`config.mk`:
```
export PLATFORM = sky130hd
export DESIGN_NAME = prcp_top
export DESIGN_NICKNAME = d
export VERILOG_FILES = /design/src/prcp_sync.v /design/src/prcp_top.v
export VERILOG_INCLUDE_DIRS = /design/src
export SDC_FILE = /design/constraint.sdc
export NUM_CORES = 1
export LEC_CHECK = 0
export BUFFER_PORTS_ARGS = -buffer_cell sky130_fd_sc_hd__buf_2
export CORE_MARGIN = 4
export CORE_UTILIZATION = 35
export CTS_BUF_LIST = sky130_fd_sc_hd__clkbuf_16
export DETAILED_ROUTE_END_ITERATION = 10
export MAX_ROUTING_LAYER = met4
export PLACE_DENSITY = 0.58
export SYNTH_ARGS = -nofsm -noshare
export SYNTH_HDL_FRONTEND = slang
export SYNTH_SLANG_ARGS = --single-unit
```
`constraint.sdc`:
```
create_clock -name mclk -period 62.1 [get_ports mclk]
set_clock_uncertainty 0.15 [all_clocks]
set_input_delay 3.105 -clock mclk [delete_from_list [all_inputs] [get_ports mclk]]
set_output_delay 3.105 -clock mclk [all_outputs]
set_load 0.02 [all_outputs]
```
`src/prcp_map.vh`:
```
// Constants for the paged register command port
`ifndef PRCP_MAP_VH
`define PRCP_MAP_VH
`define PRCP_CMD_RW_BIT 15
`define PRCP_PAGE_HI 14
`define PRCP_PAGE_LO 11
`define PRCP_IDX_HI 10
`define PRCP_IDX_LO 5
`define PRCP_PAGE0 4'h0
`define PRCP_PAGE1 4'h1
`define PRCP_PAGE2 4'h2
`define PRCP_LAST_IDX 6'h3f
`define PRCP_PAST_END 16'hffff
`define PRCP_ZERO16 16'h0000
`define PRCP_RES_X 6'h00
`define PRCP_RES_Y 6'h01
`define PRCP_RES_Z1 6'h02
`define PRCP_RES_Z2 6'h03
`define PRCP_RES_B1 6'h05
`define PRCP_RES_B2 6'h06
`define PRCP_RES_AUX 6'h07
`define PRCP_RES_T1 6'h09
`define PRCP_RES_T2 6'h0a
`define PRCP_P1_ADC 6'h00
`define PRCP_P1_STAT 6'h01
`define PRCP_P1_REF 6'h03
`define PRCP_P1_RST 6'h04
`define PRCP_P1_CFG 6'h05
`define PRCP_P2_AC1 6'h00
`define PRCP_P2_VOL 6'h02
`define PRCP_P2_AC2 6'h04
`define PRCP_P2_PWR 6'h05
`define PRCP_P2_AC3 6'h06
`define PRCP_P2_COEF_LO 6'h07
`define PRCP_P2_COEF_HI 6'h1a
`define PRCP_P2_PLL_LO 6'h1b
`define PRCP_P2_PLL_HI 6'h1c
`define PRCP_P2_AC4 6'h1d
`define PRCP_WORD_LAST 4'hf
`endif

```
`src/prcp_sync.v`:
```
// Two flip-flop synchroniser for pin inputs
`timescale 1ns/1ns
`default_nettype none
module prcp_sync #(
    parameter W = 3
) (
    input wire mclk,
    input wire rst_n,
    input wire [W-1:0] din,
    output wire [W-1:0] dout
);
    reg [W-1:0] s1_r;
    reg [W-1:0] s2_r;
    always @(posedge mclk or negedge rst_n) begin
        if (!rst_n) begin
            s1_r <= {W{1'b0}};
            s2_r <= {W{1'b0}};
        end else begin
            s1_r <= din;
            s2_r <= s1_r;
        end
    end
    assign dout = s2_r;
endmodule // prcp_sync
`default_nettype wire

```
`src/prcp_top.v`:
```
// Paged register command port: serial slave, decoder and register pages
//
// How it works
// - Command bit 15 set requests a read
// - Bit 15 clear writes; page 14:11, index 10:5
// - Each command, read or write, loads pointer with page, index
// - Pointer steps per word, stops at page end
// - Reads past page end return all ones
// - Three pages of 16-bit registers
// - Page 0 result map; others reserved
// - Page 2 audio control map
// - Results read-only, cleared at reset
// - Finished conversion writes its result register
// - Results right-justified, top four bits zero
// - Clock idles low, data driven first edge
// - Commands only after chip select falls
// - Only pages 0 to 2 are valid
`timescale 1ns/1ns
`default_nettype none
`include "prcp_map.vh"
module prcp_top #(
    parameter RES_W = 12
) (
    input wire mclk,
    input wire rst_n,
    input wire serial_clk,
    input wire select_n,
    input wire serial_in_pin,
    output reg serial_out_pin,
    output wire serial_out_oe_n,
    input wire conv_done,
    input wire [3:0] conv_chan,
    input wire [RES_W-1:0] conv_data,
    input wire pen_down,
    input wire adc_busy,
    output reg [15:0] ctl_word,
    output reg [5:0] ctl_index,
    output reg [1:0] ctl_page,
    output reg ctl_we
);
    // ****************************************
    // Reset release and pin synchronisers
    // ****************************************
    reg rs1_r;
    reg rs2_r;
    always @(posedge mclk or negedge rst_n) begin
        if (!rst_n) begin
            rs1_r <= 1'b0;
            rs2_r <= 1'b0;
        end else begin
            rs1_r <= 1'b1;
            rs2_r <= rs1_r;
        end
    end
    wire srst_n = rs2_r;
    wire [2:0] pins_s;
    prcp_sync #(.W(3)) u_sync (
        .mclk(mclk),
        .rst_n(srst_n),
        // Select travels inverted so the cleared chain reads deselected
        .din({serial_clk, ~select_n, serial_in_pin}),
        .dout(pins_s)
    );
    wire sck_s = pins_s[2];
    wire ssn_s = ~pins_s[1];
    wire sdi_s = pins_s[0];
    reg sck_d_r;
    reg ssn_d_r;
    always @(posedge mclk or negedge srst_n) begin
        if (!srst_n) begin
            sck_d_r <= 1'b0;
            ssn_d_r <= 1'b1;
        end else begin
            sck_d_r <= sck_s;
            ssn_d_r <= ssn_s;
        end
    end
    // Mode 1: drive on rising edge, sample on falling edge
    wire sck_rise = sck_s & ~sck_d_r;
    wire sck_fall = ~sck_s & sck_d_r;
    wire ss_fall = ~ssn_s & ssn_d_r;
    assign serial_out_oe_n = ssn_s;

    // ****************************************
    // Result page
    // ****************************************
    reg [RES_W-1:0] res_r [0:15];
    genvar g;
    generate
        for (g = 0; g < 16; g = g + 1) begin : g_res
            always @(posedge mclk or negedge srst_n) begin
                if (!srst_n) begin
                    res_r[g] <= {RES_W{1'b0}};
                end else if (conv_done && conv_chan == g) begin
                    res_r[g] <= conv_data;
                end
            end
        end
    endgenerate

    // ****************************************
    // Control pages
    // ****************************************
    reg [15:0] p1_r [0:7];
    reg [15:0] p2_r [0:31];
    reg [5:0] ptr_idx_r;
    reg [3:0] ptr_page_r;
    reg ptr_end_r;
    reg rd_mode_r;
    reg cmd_phase_r;
    reg armed_r;
    reg [3:0] bit_cnt_r;
    reg [15:0] sh_in_r;
    reg [15:0] sh_out_r;
    wire [15:0] word_in = {sh_in_r[14:0], sdi_s};
    wire word_done = sck_fall && bit_cnt_r == `PRCP_WORD_LAST;
    wire page_ok = ptr_page_r <= `PRCP_PAGE2;

    function is_res;
        input [5:0] i;
        begin
            is_res = i == `PRCP_RES_X || i == `PRCP_RES_Y ||
                i == `PRCP_RES_Z1 || i == `PRCP_RES_Z2 ||
                i == `PRCP_RES_B1 || i == `PRCP_RES_B2 ||
                i == `PRCP_RES_AUX || i == `PRCP_RES_T1 ||
                i == `PRCP_RES_T2;
        end
    endfunction
    function is_p1;
        input [5:0] i;
        begin
            is_p1 = i == `PRCP_P1_ADC || i == `PRCP_P1_STAT ||
                i == `PRCP_P1_REF || i == `PRCP_P1_RST ||
                i == `PRCP_P1_CFG;
        end
    endfunction
    function is_p2;
        input [5:0] i;
        begin
            is_p2 = i == `PRCP_P2_AC1 || i == `PRCP_P2_VOL ||
                (i >= `PRCP_P2_AC2 && i <= `PRCP_P2_AC4);
        end
    endfunction

    // Read mux: status bits replace stored ones on page 1 index 0
    reg [15:0] rd_word;
    always @* begin
        rd_word = `PRCP_ZERO16;
        if (ptr_end_r || !page_ok) begin
            rd_word = `PRCP_PAST_END;
        end else if (ptr_page_r == `PRCP_PAGE0) begin
            if (is_res(ptr_idx_r)) begin
                rd_word = {{(16-RES_W){1'b0}},
                    res_r[ptr_idx_r[3:0]]};
            end
        end else if (ptr_page_r == `PRCP_PAGE1) begin
            if (ptr_idx_r == `PRCP_P1_ADC) begin
                rd_word = {pen_down, ~adc_busy,
                    p1_r[0][13:0]};
            end else if (is_p1(ptr_idx_r)) begin
                rd_word = p1_r[ptr_idx_r[2:0]];
            end
        end else begin
            if (is_p2(ptr_idx_r)) begin
                rd_word = p2_r[ptr_idx_r[4:0]];
            end
        end
    end

    // ****************************************
    // Serial engine and pointer
    // ****************************************
    always @(posedge mclk or negedge srst_n) begin
        if (!srst_n) begin
            ptr_idx_r <= 6'h00;
            ptr_page_r <= 4'h0;
            ptr_end_r <= 1'b0;
            rd_mode_r <= 1'b0;
            cmd_phase_r <= 1'b1;
            armed_r <= 1'b0;
            bit_cnt_r <= 4'h0;
            sh_in_r <= `PRCP_ZERO16;
            sh_out_r <= `PRCP_ZERO16;
            serial_out_pin <= 1'b0;
            ctl_word <= `PRCP_ZERO16;
            ctl_index <= 6'h00;
            ctl_page <= 2'b00;
            ctl_we <= 1'b0;
        end else begin
            ctl_we <= 1'b0;
            if (ss_fall) begin
                armed_r <= 1'b1;
                cmd_phase_r <= 1'b1;
                bit_cnt_r <= 4'h0;
                sh_out_r <= `PRCP_ZERO16;
            end else if (!ssn_s) begin
                if (sck_rise) begin
                    serial_out_pin <= sh_out_r[15];
                    sh_out_r <= {sh_out_r[14:0], 1'b0};
                end
                if (sck_fall) begin
                    sh_in_r <= word_in;
                    bit_cnt_r <= bit_cnt_r + 4'h1;
                end
                if (word_done && armed_r) begin
                    if (cmd_phase_r) begin
                        cmd_phase_r <= 1'b0;
                        rd_mode_r <= word_in[`PRCP_CMD_RW_BIT];
                        ptr_page_r <= word_in[`PRCP_PAGE_HI:`PRCP_PAGE_LO];
                        ptr_idx_r <= word_in[`PRCP_IDX_HI:`PRCP_IDX_LO];
                        ptr_end_r <= 1'b0;
                        // Low five bits are ignored by design
                    end else begin
                        // Page 0 is read-only: no strobe for it
                        if (!rd_mode_r && !ptr_end_r && page_ok &&
                            ptr_page_r != `PRCP_PAGE0) begin
                            ctl_word <= word_in;
                            ctl_index <= ptr_idx_r;
                            ctl_page <= ptr_page_r[1:0];
                            ctl_we <= 1'b1;
                        end
                        if (ptr_idx_r == `PRCP_LAST_IDX) begin
                            ptr_end_r <= 1'b1;
                        end else begin
                            ptr_idx_r <= ptr_idx_r + 6'h01;
                        end
                    end
                end
            end else begin
                armed_r <= 1'b0;
            end
            // Load next read word once pointer has settled
            if (!ssn_s && armed_r && !cmd_phase_r && rd_mode_r &&
                bit_cnt_r == 4'h0 && !sck_s && sck_d_r == 1'b0) begin
                sh_out_r <= rd_word;
            end
        end
    end

    // Page 1 and 2 storage; page 0 writes are dropped as read-only
    integer k;
    always @(posedge mclk or negedge srst_n) begin
        if (!srst_n) begin
            for (k = 0; k < 8; k = k + 1) begin
                p1_r[k] <= `PRCP_ZERO16;
            end
            for (k = 0; k < 32; k = k + 1) begin
                p2_r[k] <= `PRCP_ZERO16;
            end
        end else if (ctl_we) begin
            if (ctl_page == `PRCP_PAGE1 && is_p1(ctl_index)) begin
                p1_r[ctl_index[2:0]] <= ctl_word;
            end
            if (ctl_page == `PRCP_PAGE2 && is_p2(ctl_index)) begin
                p2_r[ctl_index[4:0]] <= ctl_word;
            end
        end
    end
endmodule // prcp_top
`default_nettype wire

```
==> impl_results.md <==
* Worst Reg-to-Reg Cells at 8
* Vias per cell at 5.41
* Hold path depth at 0
* Peak VDD IR at around 0.023 mV
* Synthesis-to-finish area growth at 10.7%
* Std-Cell Rows at 124
* Flops & latches, synth at 913
* Initial Util at around 35%
* Crit end category: output port
* Wire per inst at between 20 and 30 um
* # Max-Cap Violations at 0
* CP Max Fanout at 36
* Hold_buf cts at 0
* Startpoint types: register
* Status: completed
* Cts repair resizes at 0
* Area leader, netlist: dfrtp_1
* Final WS setup at roughly 57 ns
* Least-Margin Pin Slew at between 1 and 1.5 ns
* Sum Neg Setup Slack at 0 ns
* Synthesized net count at about 2700
* Final period util at roughly 8%
* Via count at ~22000
* Clock-pin slew on the worst setup and hold paths at 0.06 ns
* GP Congestion at about 0.8
* TritonCTS clock tree: done
* Most common flop cell mapped by yosys: dfrtp_1
* Synth top area cells: dfrtp_1 (56%), mux4_2 (12%), mux2_2 (11%)
* First-pass detailed-route iteration total at 5
* Average size of a mapped cell at 15.3 um2
* Total Routing Usage GR at 17.7%
* Clock Sinks at 913
* Netlist Area Pre-Place at between 40000 and 50000 um2
* CP delay by family, top: buffers and inverters
* Initial antenna violation count at 7
* Min-delay worst type: register to register
* CP max stage delay at between 0.4 and 0.5 ns
* Congestion Overflow GR at 0
* Largest net degree at the start of global routing at roughly 190
* Die width at about 350 um
* Crit-path cells: buf_4, buf_2
* Root Buffer: clkbuf_16
* Worst Path Class, Setup: register to output port
* Arr. time, crit path at 1.72 ns
* Fmax at between 0.2 and 0.25 GHz
* Worst Path Buf+Inv at 2
* Power per cell area at 27.9 nW/um2
* Place WS at roughly 57 ns
* Max-slew violation count at 0
* Antenna-violating nets left at 0
* DIE AREA at approximately 120000 um2
* Synth Warn # at 0
* DP Cell Count at slightly below 4000
* Share of cells above drive strength 1 at around a third
* DR iter-0 viols at approximately 1600
* Post-CTS setup buffer count at 0
* Core area at approximately 110000 um2
* Final net count at 2572
* Top-level I/O count at 51
* Number of synthesized flops with an enable pin at 0
* Yosys top cell area share at between 50 and 60%
* Final hold vios at 0
* Final cell count without fillers at between 4000 and 5000
* Post-detail-place hpwl at about 65000 um
* Max transition margin at roughly a tenth
* Fill cells at roughly 10000
* DRT Wirelength at between 100000 and 150000 um
* Ys async rst share at 100%
* Library cells used by synthesis at between 50 and 60
* Number of port buffers at 50
* P_leak at around 21 nW
* H-tree Lvls at 3
* Die Ht at 348 um
* TritonCTS Buffers at 96
* First-pass GRT wire length at roughly 160000 um
* Vias in the first global route at about 24000
* Min Clock Period, post-route at roughly 5.0 ns
* Critical Path RT at between 50 and 60 ns
* Worst-skew pair later-pin latency at 0.65 ns
* DRC viols at 0
* Clk buf depth at 3
* Cell count along the critical path at 2
* RSZ-0062 raised after global routing: false
* Final setup fails at 0
* Part of the Yosys area used for sequential elements at between 50% and 60%
* Worst path slowest cell: buf_4
* Syn Inst Count at ~2700
==> through the flow <==
step | util, % | power (mW) | cell area (um2) | hold slack [ns]
6_report | 39.2 | 1.25 | 44900 | 0.198
3_5_place_dp | 36.6 | 0.720 | 41900 | 0.189
5_1_grt | 39.1 | 1.30 | 44900 | 0.216
2_1_floorplan | - | 0.697 | 40600 | 0.181
4_1_cts | 39.1 | 1.27 | 44900 | 0.202
3_3_place_gp | 36.6 | 0.715 | 41900 | 0.185
==> final timing paths <==
kind / endpoint / startpoint / slack [ns]
max in group asynchronous: res_r[132] / rs2_r / 58.09
max: ctl_word[2] / ctl_word[2] / 57.13
min reg2reg: rs2_r / rs1_r / 0.20
min in group asynchronous: p2_r[65] / rs2_r / 0.35
max reg2reg: sh_out_r[13] / ptr_idx_r[0] / 57.35
min: rs2_r / rs1_r / 0.20
==> cell type report <==
class | instances | area [um2] | area share (%)
clock buffers | 99 | 2480 | 5.52
flip-flops and latches | 913 | 22900 | 50.9
well taps | 1512 | 1890 | 4.21
multi-input cells | 1414 | 16400 | 36.5
repair buffers | 110 | 726 | 1.62
inverters | 6 | 22.5 | 0.0502
diodes | 9 | 22.5 | 0.0502
clock inverters | 77 | 487 | 1.08
==> sequential cells by signal (all words and copies together) (netlist names), 2 cells and up <==
name         count
p1_r           128
ptr_page_r       4
sh_out_r        16
p2_r           512
u_sync.dout      3
res_r          188
ctl_page         2
u_sync.s1_r      3
ctl_word        16
ctl_index        6
bit_cnt_r        4
sh_in_r         15
ptr_idx_r        6
==> synth_stat cells, drive strengths merged (4+ instances only) <==
library cell,count
a32oi,12
nor2,48
a221o,10
or3,6
nand2,67
a211oi,26
ha,7
and2,6
mux4,222
a2111oi,4
nand4,7
nand3b,7
mux2,772
o21ai,34
buf,69
mux2i,52
dfrtp,911
o22ai,11
nor3,24
nand2b,9
nand3,11
inv,6
nor3b,7
a21oi,15
nor2b,26
clkbuf,252
==> per-layer routing <==
| layer | vias to the layer above | GRT usage, % | share of wire [%] |
|---|---|---|---|
| met4 | 0 | 6.16 | 3.4 |
| li1 | 9508 | - | - |
| met2 | 545 | 27.6 | 47 |
| met5 | - | - | 0 |
| met1 | 12200 | 23.3 | 44 |
| met3 | 182 | 3.60 | 5.5 |
==> kinds of logic (layout without fill, tap and decap cells) <==
family	Yosys count	count (layout)	synth area share, %
AOI/OAI and AO/OA	131	131	2.26
adders and majority gates	7	7	0.216
buffers and inverters	327	292	3.29
DFF	913	913	56.3
muxes	1046	1046	35.0
other	1	10	0.00925
and+or+nand+nor	229	229	2.85
==> worst reg2reg max path, stage by stage (launching register included) <==
cell       delay [ns]
dfrtp_4          0.84
buf_4            0.73
buf_12           0.78
mux4_2           0.70
mux4_2           0.48
mux2i_1          0.45
nor2_1           0.11
a2111oi_2        0.32
o21ai_1          0.09
==> where the power goes <==
| group | internal (mW) | leakage, nW | switching, mW |
|---|---|---|---|
| registers | 0.625 | 12.4 | 0.0165 |
| clock network | 0.305 | 1.55 | 0.239 |
| logic | 0.0350 | 6.90 | 0.0314 |
| total | 0.965 | 20.8 | 0.287 |
==> cells in the final DEF (no fill, tap or decap), types with 22 or more instances in the layout <==
| cell | count |
|---|---|
| mux2i_1 | 52 |
| a211oi_1 | 26 |
| nor3_1 | 22 |
| buf_2 | 50 |
| clkinv_1 | 24 |
| buf_4 | 58 |
| nor2b_1 | 23 |
| clkbuf_16 | 99 |
| dfrtp_1 | 906 |
| mux2_1 | 383 |
| o21ai_1 | 25 |
| nor2_1 | 43 |
| nand2_1 | 67 |
| mux2_2 | 389 |
| mux4_2 | 222 |
| inv_1 | 30 |
No activity file was read; power rests on OpenSTA's default activity.
